[src/logic/adcsts_params.svh]
`ifndef ADCSTS_PARAMS_SVH
`define ADCSTS_PARAMS_SVH

// ----------------------------------------
// Register offsets (byte addresses)
// ----------------------------------------
`define ADCSTS_CTL0_OFS     12'h000
`define ADCSTS_MODE_OFS     12'h004

// ----------------------------------------
// Reset values
// ----------------------------------------
`define ADCSTS_CTL0_RST     16'h0000
`define ADCSTS_MODE_RST     1'h0

// ----------------------------------------
// Field positions of converter_control_zero
// ----------------------------------------
`define ADCSTS_UPPER_HI     15
`define ADCSTS_UPPER_LO     12
`define ADCSTS_OUTER_HI     11
`define ADCSTS_OUTER_LO     8
`define ADCSTS_MSC_BIT      7
`define ADCSTS_ON_BIT       4
`define ADCSTS_ENC_BIT      1
`define ADCSTS_SC_BIT       0

// ----------------------------------------
// Field positions of the mode register
// ----------------------------------------
`define ADCSTS_PULSE_BIT    0
`define ADCSTS_BUSY_BIT     1

// ----------------------------------------
// Result entry bounds of the upper group
// ----------------------------------------
`define ADCSTS_UPPER_FIRST  5'h08
`define ADCSTS_UPPER_LAST   5'h17

// ----------------------------------------
// Timing
// ----------------------------------------
`define ADCSTS_CONV_DIV     8'h04
`define ADCSTS_PERIOD_W     11

`endif

[src/logic/adcsts_pkg.sv]
package adcsts_pkg;

   typedef enum logic [1:0] {
      ADCSTS_IDLE   = 2'b01,
      ADCSTS_SAMPLE = 2'b10
   } adcsts_state_t;

   typedef struct packed {
      adcsts_state_t st;
      logic [15:0]   ctl0;
      logic          pulse_mode;
      logic [7:0]    div;
      logic [10:0]   cnt;
      logic [10:0]   period;
      logic          samp_prev;
      logic          sample_control_signal;
      logic          done;
      logic [31:0]   prdata;
      logic          slverr;
   } adcsts_regs_t;

endpackage

[src/logic/adcsts_top.sv]
// Contract
// - converter_control_zero at offset zero, sixteen bits, cleared on reset.
// - Bits 15-12 set sample period for result entries 8 to 23.
// - Bits 11-8 set sample period for entries 0-7 and 24-31.
// - Codes 0 to 11 decode 4,8,16,32,64,96,128,192,256,384,512,768 cycles.
// - Codes 12 to 15 all decode to 1024 converter-clock cycles.
// - Sample-time fields may change only while conversion enable is zero.
// - Bit 1 disables converter when zero, enables it when one.
// - Period applies in pulse mode; there sample control comes from the sampling timer, in direct mode from the input.
//
`timescale 1ns/10ps
`include "adcsts_params.svh"

module adcsts_top (
   input  wire logic        i_mclk,
   input  wire logic        i_sys_rst,
   input  wire logic        i_psel,
   input  wire logic        i_penable,
   input  wire logic        i_pwrite,
   input  wire logic [11:0] i_paddr,
   input  wire logic [31:0] i_pwdata,
   output logic      [31:0] o_prdata,
   output logic             o_pready,
   output logic             o_pslverr,
   input  wire logic        i_sample_in,
   input  wire logic [4:0]  i_entry_index,
   output logic             o_sample_control,
   output logic             o_sample_done,
   output logic      [10:0] o_sample_cycles,
   output logic             o_conv_enable,
   output logic             o_conv_on,
   output logic             o_multi_sample,
   output logic             o_conv_clk_tick
);

   // ----------------------------------------
   // Sample-time decode
   // ----------------------------------------
   function automatic logic [10:0] adcsts_decode(input logic [3:0] code);
      logic [10:0] cyc;
      cyc = 11'h400;
      case (code)
         4'h0: cyc = 11'h004;
         4'h1: cyc = 11'h008;
         4'h2: cyc = 11'h010;
         4'h3: cyc = 11'h020;
         4'h4: cyc = 11'h040;
         4'h5: cyc = 11'h060;
         4'h6: cyc = 11'h080;
         4'h7: cyc = 11'h0C0;
         4'h8: cyc = 11'h100;
         4'h9: cyc = 11'h180;
         4'hA: cyc = 11'h200;
         4'hB: cyc = 11'h300;
         default: cyc = 11'h400;
      endcase
      return cyc;
   endfunction

   adcsts_pkg::adcsts_regs_t r_reg;
   adcsts_pkg::adcsts_regs_t r_next;

   logic        tick;
   logic        setup;
   logic        wr;
   logic        hit_ctl0;
   logic        hit_mode;
   logic        locked;
   logic        armed;
   logic        rise;
   logic        start_sw;
   logic        upper_sel;
   logic [10:0] sel_period;
   logic [15:0] ctl0_rd;

   // ----------------------------------------
   // Next-state logic
   // ----------------------------------------
   always_comb begin
      r_next   = r_reg;
      r_next.done = 1'b0;
      tick     = (r_reg.div == (`ADCSTS_CONV_DIV - 8'h01));
      setup    = i_psel && !i_penable;
      wr       = i_psel && i_penable && i_pwrite;
      hit_ctl0 = (i_paddr == `ADCSTS_CTL0_OFS);
      hit_mode = (i_paddr == `ADCSTS_MODE_OFS);
      locked   = r_reg.ctl0[`ADCSTS_ENC_BIT];
      armed    = r_reg.ctl0[`ADCSTS_ENC_BIT] && r_reg.ctl0[`ADCSTS_ON_BIT];
      rise     = i_sample_in && !r_reg.samp_prev;
      start_sw = 1'b0;
      ctl0_rd  = r_reg.ctl0;
      ctl0_rd[`ADCSTS_SC_BIT] = 1'b0;

      // Converter clock enable
      r_next.div = tick ? 8'h00 : r_reg.div + 8'h01;

      // Upper group serves entries 8..23, outer group the rest
      upper_sel = (i_entry_index >= `ADCSTS_UPPER_FIRST) &&
                  (i_entry_index <= `ADCSTS_UPPER_LAST);
      if (upper_sel) begin
         sel_period = adcsts_decode(
            r_reg.ctl0[`ADCSTS_UPPER_HI:`ADCSTS_UPPER_LO]);
      end else begin
         sel_period = adcsts_decode(
            r_reg.ctl0[`ADCSTS_OUTER_HI:`ADCSTS_OUTER_LO]);
      end

      // ----------------------------------------
      // Bus read, captured in setup phase
      // ----------------------------------------
      if (setup) begin
         r_next.slverr = !(hit_ctl0 || hit_mode);
         if (hit_ctl0) begin
            r_next.prdata = {16'h0000, ctl0_rd};
         end else if (hit_mode) begin
            r_next.prdata = {30'h00000000, r_reg.sample_control_signal, r_reg.pulse_mode};
         end else begin
            r_next.prdata = 32'h00000000;
         end
      end

      // ----------------------------------------
      // Bus write, taken in access phase
      // ----------------------------------------
      if (wr && hit_ctl0) begin
         if (!locked) begin
            r_next.ctl0[15:8] = i_pwdata[15:8];
            r_next.ctl0[`ADCSTS_MSC_BIT] = i_pwdata[`ADCSTS_MSC_BIT];
            r_next.ctl0[`ADCSTS_ON_BIT]  = i_pwdata[`ADCSTS_ON_BIT];
         end
         r_next.ctl0[`ADCSTS_ENC_BIT] = i_pwdata[`ADCSTS_ENC_BIT];
         // Start may be set in the same write as enable
         start_sw = i_pwdata[`ADCSTS_SC_BIT] &&
                    i_pwdata[`ADCSTS_ENC_BIT] &&
                    r_next.ctl0[`ADCSTS_ON_BIT];
      end
      if (wr && hit_mode && !locked) begin
         r_next.pulse_mode = i_pwdata[`ADCSTS_PULSE_BIT];
      end

      r_next.samp_prev = i_sample_in;

      // ----------------------------------------
      // Sampling timer
      // ----------------------------------------
      case (r_reg.st)
         adcsts_pkg::ADCSTS_IDLE: begin
            if (r_reg.pulse_mode) begin
               r_next.sample_control_signal = 1'b0;
               if ((armed && rise) || start_sw) begin
                  r_next.period  = sel_period;
                  r_next.cnt     = sel_period;
                  r_next.sample_control_signal = 1'b1;
                  r_next.st      = adcsts_pkg::ADCSTS_SAMPLE;
               end
            end else begin
               // Direct mode: input drives sample control
               r_next.sample_control_signal = armed && i_sample_in;
            end
         end
         adcsts_pkg::ADCSTS_SAMPLE: begin
            // A started period always runs out, even if enable drops
            if (tick) begin
               r_next.cnt = r_reg.cnt - 11'h001;
               if (r_reg.cnt == 11'h001) begin
                  r_next.sample_control_signal = 1'b0;
                  r_next.done    = 1'b1;
                  r_next.st      = adcsts_pkg::ADCSTS_IDLE;
               end
            end
         end
         default: begin
            r_next.sample_control_signal = 1'b0;
            r_next.st      = adcsts_pkg::ADCSTS_IDLE;
         end
      endcase
   end

   // ----------------------------------------
   // State register
   // ----------------------------------------
   always_ff @(posedge i_mclk) begin
      if (i_sys_rst) begin
         r_reg            <= '0;
         r_reg.st         <= adcsts_pkg::ADCSTS_IDLE;
         r_reg.ctl0       <= `ADCSTS_CTL0_RST;
         r_reg.pulse_mode <= `ADCSTS_MODE_RST;
      end else begin
         r_reg <= r_next;
      end
   end

   // ----------------------------------------
   // Outputs
   // ----------------------------------------
   assign o_pready         = i_psel && i_penable;
   assign o_prdata         = r_reg.prdata;
   assign o_pslverr        = r_reg.slverr && i_psel && i_penable;
   assign o_sample_control = r_reg.sample_control_signal;
   assign o_sample_done    = r_reg.done;
   assign o_sample_cycles  = r_reg.period;
   assign o_conv_enable    = r_reg.ctl0[`ADCSTS_ENC_BIT];
   assign o_conv_on        = r_reg.ctl0[`ADCSTS_ON_BIT];
   assign o_multi_sample   = r_reg.ctl0[`ADCSTS_MSC_BIT];
   assign o_conv_clk_tick  = tick;

endmodule

[config.mk]
export PLATFORM = sky130hd
export DESIGN_NAME = adcsts_top
export DESIGN_NICKNAME = d
export VERILOG_FILES = /design/src/logic/adcsts_pkg.sv /design/src/logic/adcsts_top.sv
export VERILOG_INCLUDE_DIRS = /design/src /design/src/logic
export SDC_FILE = /design/constraint.sdc
export NUM_CORES = 1
export LEC_CHECK = 0
export BUFFER_PORTS_ARGS = -buffer_cell sky130_fd_sc_hd__buf_2
export CAP_MARGIN = 5
export CORE_UTILIZATION = 39
export CTS_BUF_LIST = sky130_fd_sc_hd__clkbuf_8
export DETAILED_ROUTE_END_ITERATION = 10
export GPL_ROUTABILITY_DRIVEN = 0
export HOLD_SLACK_MARGIN = 0.06
export PLACE_DENSITY_LB_ADDON = 0.3
export SLEW_MARGIN = 0
export SYNTH_ARGS = -nofsm -noshare
export SYNTH_HDL_FRONTEND = slang
export SYNTH_SLANG_ARGS = --single-unit
[constraint.sdc]
create_clock -name i_mclk -period 1.85 [get_ports i_mclk]
set_clock_uncertainty 0.1 [all_clocks]
set_input_delay 0.185 -clock i_mclk [delete_from_list [all_inputs] [get_ports i_mclk]]
set_output_delay 0.185 -clock i_mclk [all_outputs]
set_load 0.05 [all_outputs]
## After elaboration in Yosys (flattened, before gate mapping)

Memory sizes are Yosys's and may differ from the RTL's. A register that Yosys moved wholly into a read port is not among the register bits.
Cells that the tools add are included.

| word-level totals | value |
|---|---|
| bits in registers | 80 |
| bits in latches | 0 |
| bits in writable memories | 0 |
| ROM bits | 288 |
| output and inout bits | 51 |
| memories kept | 2 |

| operators by class | value |
|---|---|
| $add $sub $neg | 2 |
| multiply operators | 0 |
| div/mod/pow operators | 0 |
| order comparisons | 2 |
| equal/unequal tests | 9 |
| shift operators | 0 |
| multiplexer cells | 24 |
| bitwise operators | 3 |
| reduce and logical (&&, ||, !) cells | 30 |

Memories:

| memory | depth | bits a word | read ports | clocked after memory_dff | wr ports | RTL line | RTL |
|---|---|---|---|---|---|---|---|
| (no name shown) | 16 | 9 | 1 | 1 | 0 | adcsts_top.sv:42 | `case (code)` |
| (no name shown) | 16 | 9 | 1 | 1 | 0 | adcsts_top.sv:42 |  |

Operator list:

| cell | count |
|---|---|
| two-way mux 22 bit | 2 |
| two-way mux 11 bit | 2 |
| one-hot mux 11 bit (2 select lines) | 1 |
| two-way mux 16 bit | 1 |
| two-way mux 4 bit | 4 |
| logical AND 1 bit | 15 |
| two-way mux 2 bit | 7 |
| == test 12 x 3 -> 1 bit, second input constant | 1 |
| zero test 12 bit | 1 |
| == test 11 x 1 -> 1 bit, second input constant | 1 |
| subtractor 11 x 1 -> 11 bit, second input constant | 1 |
| adder 8 x 1 -> 8 bit, second input constant | 1 |
| == test 8 x 2 -> 1 bit, second input constant | 1 |
| != test 2 bit, second input constant | 4 |
| AND reduction 4 bit | 2 |
| >= comparator 5 x 4 -> 1 bit, second input constant | 1 |
| less-or-equal comparator 5 bit, second input constant | 1 |
| two-way mux 1 bit | 5 |
| zero test 1 bit | 4 |
| one-hot mux 2 bit (2 select lines) | 1 |
| AND reduction 2 bit | 2 |
| NOT 1 bit | 3 |
| AND reduction 3 bit | 1 |
| OR reduction 3 bit | 1 |
| other kinds (6) | 7 |

## Depth between registers and ports, before layout

Gate-level depths: netlist of the first run.

| depth | value |
|---|---|
| depth after elaboration | 10 |
| mapped depth | 7 |
| depth with buffers taken out | 6 |

## Least setup slack after synthesis of the first run

No wires, ideal clock.

| path | value |
|---|---|
| kind | register -> register |
| from | register r_reg[58] (netlist bit) |
| to | register r_reg[49] (netlist bit) |
| library setup time | 130 ps |
| data arrival time | 2300 ps |
| slack | -680 ps |
| stages on the path, launching flop included | 8 |
| clock period less this slack | 2530 ps |
| path through | dfxtp_1 ha_1 or4b_4 nor4_4 a21oi_2 buf_2 o311ai_1 o31ai_1 |

| on the way | value |
|---|---|
| word-level cells in the longest chain between the ends | 3 |

RTL lines:

| what | RTL line | RTL |
|---|---|---|
| from (decl) | adcsts_top.sv:60 | `adcsts_pkg::adcsts_regs_t r_reg;` |
| from (signal assigned) | adcsts_top.sv:189 | `r_reg <= r_next;` |
| == test 8 x 2 -> 1 bit | adcsts_top.sv:82 | `` tick = (r_reg.div == (`ADCSTS_CONV_DIV - 8'h01)); `` |
| named net o_conv_clk_tick | adcsts_top.sv:33 | `output logic o_conv_clk_tick` |
| != test 2 bit (no source line) | - |  |
| AND reduction 4 bit (no source line) | - |  |

The timed path passes the listed nets, and every way through them passes these cells.
A chain may end at the register's enable or synchronous reset.

## Worst setup path after layout of the first run

| path | value |
|---|---|
| from | register r_reg[58] (netlist bit) |
| to | output port o_conv_clk_tick |

| on the way | value |
|---|---|
| word-level cells in the longest chain between the ends | 1 |

RTL lines:

| what | RTL line |
|---|---|
| == test 8 x 2 -> 1 bit | adcsts_top.sv:82 |
| to (decl) | adcsts_top.sv:33 |

No other way between the ends.

==> flow_metrics.py, run 1 <==
metrics = {
    "route": {
        "route.met3.wl_um": 585,
        "ant_nets": 0,
        "dr.pass1.iters": 5,
        "dr_total_vias": 3523,
        "drt_iter0_markers": 289,
        "wl_met2_mm": 4.19,
        "vias_per_cell": 5.31,
        "totalWireLength_mm": 9.37,
        "post_drt_wl_per_cell_um": 14.1,
        "wl_met1_mm": 4.41,
        "drc": 0,
        "highest_layer": "met4",
    },
    "synthesis": {
        "yosys.area.top_type_share_pct": 39.5,
        "post_synth.cell_area_avg_um2": 8.45,
        "yosys-top-cells-area": "dfxtp_1 40%, buf_4 8.4%, a21oi_1 5.1%, nor3_1 4.7%, nand2_1 3.3%",
        "syn_inst": 456,
        "yosysUniqueCellTypes": 53,
        "synth_area_leader_cell": "dfxtp_1",
        "yosysMostFrequentCell": "dfxtp_1",
        "synth_common_cells": "76 x dfxtp_1, 43 x buf_4, 39 x a21oi_1",
        "ys_ff_latch": 76,
        "ys.flop_type": "dfxtp_1",
        "syn_area_um2": 3850,
        "yosysWarnings": 0,
        "synth_edf_count": 0,
        "synth_seq_area_share_pct": 39.5,
        "async_flop_share_pct": 0,
    },
    "timing": {
        "fin_crit_ns": 2.09,
        "setup_ws_ns": -0.235,
        "fmax_mhz": 480,
        "maxSlewViolCount": 0,
        "finalCritPeriodShare_pct": 113,
        "setup_viol": 16,
        "hold_viol": 0,
        "slew_headroom_pct": 51.3,
        "rsz0062_at_grt": "yes",
        "tightestPinTransition_ns": 0.725,
    },
    "cells_and_area": {
        "diodes": 0,
        "postLayoutCoreUtil_pct": 50.5,
        "drive_above_1_share_pct": 29.2,
        "syn_to_final_growth_pct": 23.6,
        "nets": 589,
        "design_area_um2": 4760,
        "fin_cells": 664,
    },
    "flow_run": {
        "max_cap_violations": 0,
    },
    "cts": {
        "cts_buffer_depth": 2,
        "cts_buffers": 9,
        "cts_tree": "built",
        "clk_pin_slew_worst_paths_ns": 0.08,
        "insertion_delay_ns": 0.35,
        "clk_root_buffer_cell": "clkbuf_8",
        "h-tree-depth": 3,
        "clkSinkCount": 76,
    },
    "power_and_ir_drop": {
        "swShare_pct": 24.8,
        "peakVddDrop_uv": 455,
        "power.switching_mw": 0.833,
        "p_clk_share_pct": 41.2,
        "intPower_mw": 2.53,
        "p_leak_nw": 1.92,
        "post-layout-total-power_mw": 3.36,
        "combPwrFrac_pct": 9.6,
        "sequentialPowerShare_pct": 49.2,
        "cellPowerDensity_nw_per_um2": 706,
    },
    "placed_design": {
        "dp_hpwl_mm": 6.78,
        "dp_cells": 640,
        "portBuffers": 60,
        "dpl_cell_area_um2": 4330,
        "place_ws_ns": -0.217,
    },
    "min_path": {
        "hp-class": "input port to flop",
    },
    "floorplan": {
        "die_h_um": 101,
        "core_area_um2": 9420,
        "num_rows": 35,
        "ios": 106,
        "die_w_um": 101,
        "die-area_um2": 10300,
        "initial_core_util_pct": 40.9,
    },
    "run_status": {
        "status": "complete, but fails checks",
        "violations": "setup timing",
    },
    "setup_path": {
        "crit_type": "flop to output pin",
        "crit_arrival_ns": 1.80,
        "critPathMaxFanout": 4,
        "required_ns": 1.56,
        "end_kind": "output pin",
        "start_kind": "flop",
    },
    "grt": {
        "grt_max_degree": 59,
        "grt_pass1_wl_mm": 15.6,
        "grt_use_total_pct": 19.6,
        "grt-ovfl-total": 0,
        "antenna_found_initial": 0,
        "grt_pass1_vias": 3159,
    },
}
metrics by stage:
stage	hold WS [ns]	TNS [ns]
after global routing	0.0975	-3.85
final	0.0918	-2.30
after global placement	0.342	-3.10
after CTS	0.0790	-2.43
after detailed placement	0.344	-4.50
after floorplan	0.218	-10.53
cells by family (layout without fill, tap and decap cells):
| kind of cell | Yosys count | after routing | share of synthesized area [%] |
|---|---|---|---|
| compound gates | 95 | 95 | 15.8 |
| xor+xnor | 15 | 15 | 3.41 |
| fa+ha+maj | 3 | 3 | 0.975 |
| buf+inv | 79 | 137 | 12.1 |
| flops | 76 | 76 | 39.5 |
| mux | 19 | 19 | 5.30 |
| other cells | 1 | 22 | 0.0974 |
| simple gates | 168 | 168 | 22.9 |
critical path: stages, from the launching register on:
cell and delay (ns):
dfxtp_2 0.36, ha_4 0.13, or4b_4 0.46, nor4_4 0.17, buf_4 0.19, buf_8 0.14
cell type report:
cell class / instances / area [um2]
inverters: 15 / 56.3
clock inverters: 5 / 77.6
clock buffers: 10 / 138
well taps: 129 / 161
flip-flops and latches: 76 / 1530
repair buffers: 107 / 711
fillers: 879 / 4660
multi-input cells: 322 / 2090
power groups by stage:
stage                     sequential (mW)  combinational, mW  clock [mW]
after floorplan                      1.69              0.238           0
after global placement               1.69              0.292           0
after detailed placement             1.69              0.296           0
after CTS                            1.65              0.316        1.41
after global routing                 1.66              0.342        1.49
final                                1.65              0.321        1.38
layout by cell type, fill, tap and decap left out, types with 15 or more instances in the layout:
cell,instances
conb_1,22
nor3_1,35
nor2_1,31
dfxtp_1,72
inv_1,15
a21oi_1,36
buf_2,59
nand2_1,33
buf_4,37
metal layers:
metal | vias up | track usage [%]
met2 | 149 | 29.9
met1 | 1631 | 26.9
met4 | 0 | 9.03
met5 | - | 0
li1 | 1722 | -
met3 | 21 | 3.38
final timing paths:
check                from                to  slack [ns]  cells after the start
max reg2reg     r_reg[58]  o_sample_control       -0.19                      8
min          i_pwdata[14]       ctl0_rd[14]        0.09                      3
min reg2reg  o_prdata[13]      o_prdata[13]        0.36                      2
max             r_reg[58]   o_conv_clk_tick       -0.24                      5
repair_timing:
item,in CTS,in global routing
setup endpoints to repair,16,20
pin swaps,9,5
hold buffers,6,0
hold endpoints to repair,6,0
gates resized for setup,16,10
setup buffers,3,0
Note: power is estimated with default switching activity, not from simulation.
==> run 2, diff against run 1 <==
- PLACE_DENSITY_LB_ADDON: 0.3 -> 0.15
==> run 2 against run 1 <==
Flip-flop and latch count unchanged. Register-to-register slack got worse by 0.04 ns. Non-clock buffer count increased by 2. Sequential power about the same. Largest power group unchanged. The run still ends with setup timing left. Setup slack improved by 0.0020 ns. Combinational power is essentially flat. Critical path type is now flop to flop.
==> flow_metrics.py, run 2 (same netlist as run 1, synthesis figures left out) <==
metrics = {
    "run_status": {
        "status": "complete, but fails checks",
        "violations": "setup timing",
    },
    "placed_design": {
        "portBuffers": 60,
        "place_ws_ns": -0.193,
        "dp_cells": 641,
        "dp_hpwl_mm": 6.84,
    },
    "setup_path": {
        "start_kind": "flop",
        "cpMaxStageDelayCell": "or4b_4",
        "path_buf_inv": 1,
        "crit_arrival_ns": 2.26,
        "crit_family": "simple AND/OR/NAND/NOR gates",
        "required_ns": 2.03,
        "worst_path_largest_cell_delay_ns": 0.47,
        "end_kind": "flop",
        "crit_chain": "ha_4 > or4b_4 > nor4_4 > buf_4 > a21oi_2 > or4_1 > a21oi_1",
        "critPathMaxFanout": 2,
        "crit_type": "flop to flop",
    },
    "timing": {
        "setup_viol": 16,
        "rsz0062_at_grt": "yes",
        "setup_ws_ns": -0.233,
        "hold_viol": 0,
        "maxSlewViolCount": 0,
        "fin_crit_ns": 2.08,
        "finalCritPeriodShare_pct": 113,
        "fmax_mhz": 480,
        "slew_headroom_pct": 52.3,
        "tightestPinTransition_ns": 0.710,
    },
    "route": {
        "ant_nets": 0,
        "totalWireLength_mm": 9.39,
        "highest_layer": "met4",
        "wl_met2_mm": 4.04,
        "route.met3.wl_um": 572,
        "drc": 0,
        "post_drt_wl_per_cell_um": 14.1,
        "dr.pass1.iters": 5,
        "wl_met1_mm": 4.59,
        "dr_total_vias": 3431,
        "drt_iter0_markers": 178,
        "vias_per_cell": 5.15,
    },
    "cells_and_area": {
        "diodes": 0,
        "syn_to_final_growth_pct": 22.7,
        "nFillCells": 918,
        "nets": 591,
        "final_common_cell": "dfxtp_1",
        "fin_cells": 666,
        "drive_above_1_share_pct": 29.1,
        "mostFrequentLayoutCells": "72 x dfxtp_1, 59 x buf_2, 39 x buf_4, 37 x a21oi_1, 35 x nor3_1",
    },
    "floorplan": {
        "die-area_um2": 10300,
        "initial_core_util_pct": 40.9,
        "core_area_um2": 9420,
        "die_w_um": 101,
        "die_h_um": 101,
        "num_rows": 35,
        "ios": 106,
    },
    "grt": {
        "grt_pass1_vias": 3178,
        "grt-ovfl-total": 0,
        "antenna_found_initial": 0,
        "grt_use_total_pct": 19.2,
        "grt_max_degree": 59,
        "grt_pass1_wl_mm": 15.5,
    },
    "cts": {
        "cts_buffers": 9,
        "cts_tree": "built",
        "clk_pin_slew_worst_paths_ns": 0.08,
        "h-tree-depth": 3,
        "cts_buffer_depth": 2,
        "clkSinkCount": 76,
        "clk_root_buffer_cell": "clkbuf_8",
        "insertion_delay_ns": 0.35,
    },
    "power_and_ir_drop": {
        "p_leak_nw": 1.91,
        "cellPowerDensity_nw_per_um2": 689,
        "peakVddDrop_uv": 314,
    },
    "min_path": {
        "hp-class": "input port to flop",
    },
    "flow_run": {
        "max_cap_violations": 0,
    },
}
-- run 2: repair_timing --
item                                    CTS  global route
buffers inserted                          3             1
hold buffers                              6             0
pin swaps                                 9             1
endpoints found under the setup margin   16            21
endpoints found under the hold margin     6             0
resized for setup                        16             3
-- run 2: tightest hold or removal path, stage by stage --
cell and delay, ns:
buf_2 0.12, mux2i_1 0.09, nor2_1 0.08
-- run 2: final cells by class --
cell class	instances	area, um2	share of cell area (%)
clock buffers	10	138	2.91
clock inverters	5	62.6	1.32
inverters	15	56.3	1.19
multi-input cells	322	2050	43.4
flip-flops and latches	76	1530	32.4
well taps	129	161	3.42
repair buffers	109	726	15.4
-- run 2: path summary, 6_finish.rpt --
| path | start | end | slack (ns) | depth (start not counted) |
|---|---|---|---|---|
| min reg2reg | o_prdata[1] | o_prdata[1] | 0.36 | 2 |
| max reg2reg | r_reg[58] | r_reg[48] | -0.23 | 7 |
| min | i_pwdata[11] | ctl0_rd[11] | 0.08 | 3 |
| max | r_reg[58] | r_reg[48] | -0.23 | 7 |
-- run 2: routing by layer --
metal | vias up | global-route usage [%]
li1 | 1727 | -
met1 | 1532 | 27.4
met2 | 156 | 29.0
met3 | 16 | 2.90
met4 | 0 | 7.69
met5 | - | 0
-- run 2: through the flow --
stage               TNS [ns]  utilization, %  hold WS, ns  instance area, um2  power, mW
finish                 -2.49            50.2       0.0756                4730       3.26
global placement       -2.09            46.0        0.341                4340       1.99
global route           -4.14            50.2       0.0600                4730       3.39
CTS                    -2.04            49.9       0.0623                4700       3.29
detailed placement     -2.86            46.0        0.345                4340       1.99
floorplan             -10.53               -        0.218                3980       1.93
-- run 2: power by group --
part	total [mW]	internal (mW)	switching, mW
Combinational	0.320	0.0990	0.221
Clock	1.28	0.657	0.624
Sequential	1.65	1.64	0.00990
Total	3.26	2.40	0.855
==> run 3, diff against run 2 <==
==> constraint.sdc (replaced) <==
create_clock -name i_mclk -period 1.85 [get_ports i_mclk]
set_clock_uncertainty 0.1 [all_clocks]
set_input_delay 0.2775 -clock i_mclk [delete_from_list [all_inputs] [get_ports i_mclk]]
set_output_delay 0.2775 -clock i_mclk [all_outputs]
set_load 0.05 [all_outputs]
==> run 3 against run 2 <==
The flow still finishes with violations (setup timing). Setup slack got worse by 0.070 ns. Via count rose by 3.6%. Worst hold slack improved by 0.011 ns. Count of clock-buffer cells in the layout did not move. First-iteration DRC count fell by 9.0%. Highest routed layer unchanged. Sequential share of layout area fell by 1.1 points. Die area did not move. Maximum frequency fell by 3.3%. Non-clock buffer count rose by 12. Combinational power barely moved. Critical path depth did not move.
==> flow_metrics.py, run 3 (same netlist as run 1, synthesis figures left out) <==
metrics = {
    "placed_design": {
        "dp_hpwl_mm": 7.08,
        "portBuffers": 60,
        "place_ws_ns": -0.284,
    },
    "setup_path": {
        "path_buf_inv": 1,
        "start_kind": "flop",
        "crit_arrival_ns": 2.34,
        "crit_family": "simple AND/OR/NAND/NOR gates",
        "cpMaxStageDelayCell": "or4_4",
        "end_kind": "flop",
        "critPathMaxFanout": 5,
        "required_ns": 2.04,
        "crit_type": "flop to flop",
        "crit_chain": "ha_4 > or4b_4 > nor4_4 > buf_4 > a21oi_4 > or4_4 > a21oi_2",
        "worst_path_largest_cell_delay_ns": 0.51,
    },
    "floorplan": {
        "ios": 106,
        "initial_core_util_pct": 40.9,
        "die_h_um": 101,
        "num_rows": 35,
        "core_area_um2": 9420,
        "die-area_um2": 10300,
        "die_w_um": 101,
    },
    "cells_and_area": {
        "final_common_cell": "dfxtp_1",
        "nFillCells": 904,
        "nets": 603,
        "drive_above_1_share_pct": 32.0,
        "mostFrequentLayoutCells": "72 x dfxtp_1, 59 x buf_2, 52 x buf_4, 38 x a21oi_1, 35 x nor3_1",
        "regArea_um2": 1530,
        "syn_to_final_growth_pct": 27.2,
        "multi_input_area_um2": 2110,
        "diodes": 0,
    },
    "timing": {
        "fin_crit_ns": 2.15,
        "finalCritPeriodShare_pct": 116,
        "maxSlewViolCount": 0,
        "tightestPinTransition_ns": 0.739,
        "rsz0062_at_grt": "yes",
        "setup_viol": 16,
        "fmax_mhz": 464,
        "holdWs_ns": 0.0870,
        "hold_viol": 0,
        "setup_ws_ns": -0.304,
        "slew_headroom_pct": 50.4,
    },
    "power_and_ir_drop": {
        "combPwrFrac_pct": 9.4,
        "p_leak_nw": 2.00,
        "intPower_mw": 2.55,
        "post-layout-total-power_mw": 3.46,
        "p_clk_share_pct": 42.8,
        "power.switching_mw": 0.905,
        "peakVddDrop_uv": 390,
        "sequentialPowerShare_pct": 47.9,
        "cellPowerDensity_nw_per_um2": 705,
        "swShare_pct": 26.2,
    },
    "cts": {
        "clkSinkCount": 76,
        "insertion_delay_ns": 0.36,
        "cts_tree": "built",
        "cts_buffers": 9,
        "clk_root_buffer_cell": "clkbuf_8",
        "h-tree-depth": 3,
        "clk_pin_slew_worst_paths_ns": 0.08,
        "cts_buffer_depth": 2,
    },
    "route": {
        "vias_per_cell": 5.23,
        "dr_total_vias": 3554,
        "ant_nets": 0,
        "drt_iter0_markers": 162,
        "drc": 0,
        "dr.pass1.iters": 4,
        "post_drt_wl_per_cell_um": 14.6,
        "totalWireLength_mm": 9.89,
    },
    "grt": {
        "grt_max_degree": 32,
        "grt-ovfl-total": 0,
        "grt_pass1_wl_mm": 16.3,
        "antenna_found_initial": 0,
        "grt_use_total_pct": 20.5,
        "grt_pass1_vias": 3333,
    },
    "run_status": {
        "status": "complete, but fails checks",
        "violations": "setup timing",
    },
    "min_path": {
        "hp-class": "input port to flop",
    },
    "flow_run": {
        "max_cap_violations": 0,
    },
}
-- run 3: changes by cell type in the layout (fill, tap and decap cells not counted), moves of 3 or more --
cell,delta
buf_4,+13
buf_6,+5
dlygate4sd3_1,-5
o311ai_2,-3
o311ai_4,+3
-- run 3: power groups by stage --
stage,registers [mW],logic [mW],clock network [mW]
after floorplan,1.69,0.239,0
after global placement,1.69,0.306,0
after detailed placement,1.69,0.308,0
after CTS,1.65,0.319,1.51
after global routing,1.66,0.349,1.57
final,1.65,0.323,1.48
-- run 3: through the flow --
step / TNS (ns) / std cells / cell area, um2 / util (%)
after floorplan: -10.62 / 477 / 4000 / -
after global placement: -5.41 / 654 / 4430 / 47.0
after detailed placement: -7.17 / 654 / 4430 / 47.0
after CTS: -2.59 / 675 / 4770 / 50.7
after global routing: -5.12 / 679 / 4900 / 52.0
final: -3.55 / 679 / 4900 / 52.0
-- run 3: final cells by class --
cell class / count / share of cell area [%]
inverter: 15 / 1.15
clock buffer: 10 / 2.81
timing repair buffer: 121 / 16.4
sequential: 76 / 31.2
clock inverter: 6 / 1.94
tap: 129 / 3.30
multi-input combinational: 322 / 43.2
-- run 3: worst min-delay path, cell delays in order --
cell and delay, ns:
buf_2 0.11, nand2_1 0.05, a21oi_1 0.06
-- run 3: path summary, 6_finish.rpt --
| kind | cells after the start | slack, ns | endpoint | startpoint |
|---|---|---|---|---|
| max reg2reg | 7 | -0.30 | r_reg[48] | r_reg[58] |
| max | 7 | -0.30 | r_reg[48] | r_reg[58] |
| min reg2reg | 2 | 0.36 | o_prdata[7] | o_prdata[7] |
| min | 3 | 0.09 | o_conv_on | i_pwdata[4] |
-- run 3: repair_timing --
item                                    in CTS  in global routing
pin swaps                                    9                  4
buffers inserted                             4                  4
hold endpoints to repair                     1                  0
resized for setup                           14                 20
hold buffers                                 1                  0
endpoints found under the setup margin      16                 26
-- run 3: layer usage --
metal | GRT usage [%] | wire, um | part of all wire (%) | vias to the layer above
met1 | 27.2 | 4520 | 46 | 1612
li1 | - | - | - | 1751
met5 | 0 | 0 | 0 | -
met2 | 32.8 | 4500 | 45 | 174
met4 | 7.92 | 194 | 2.0 | 0
met3 | 4.28 | 672 | 6.8 | 17
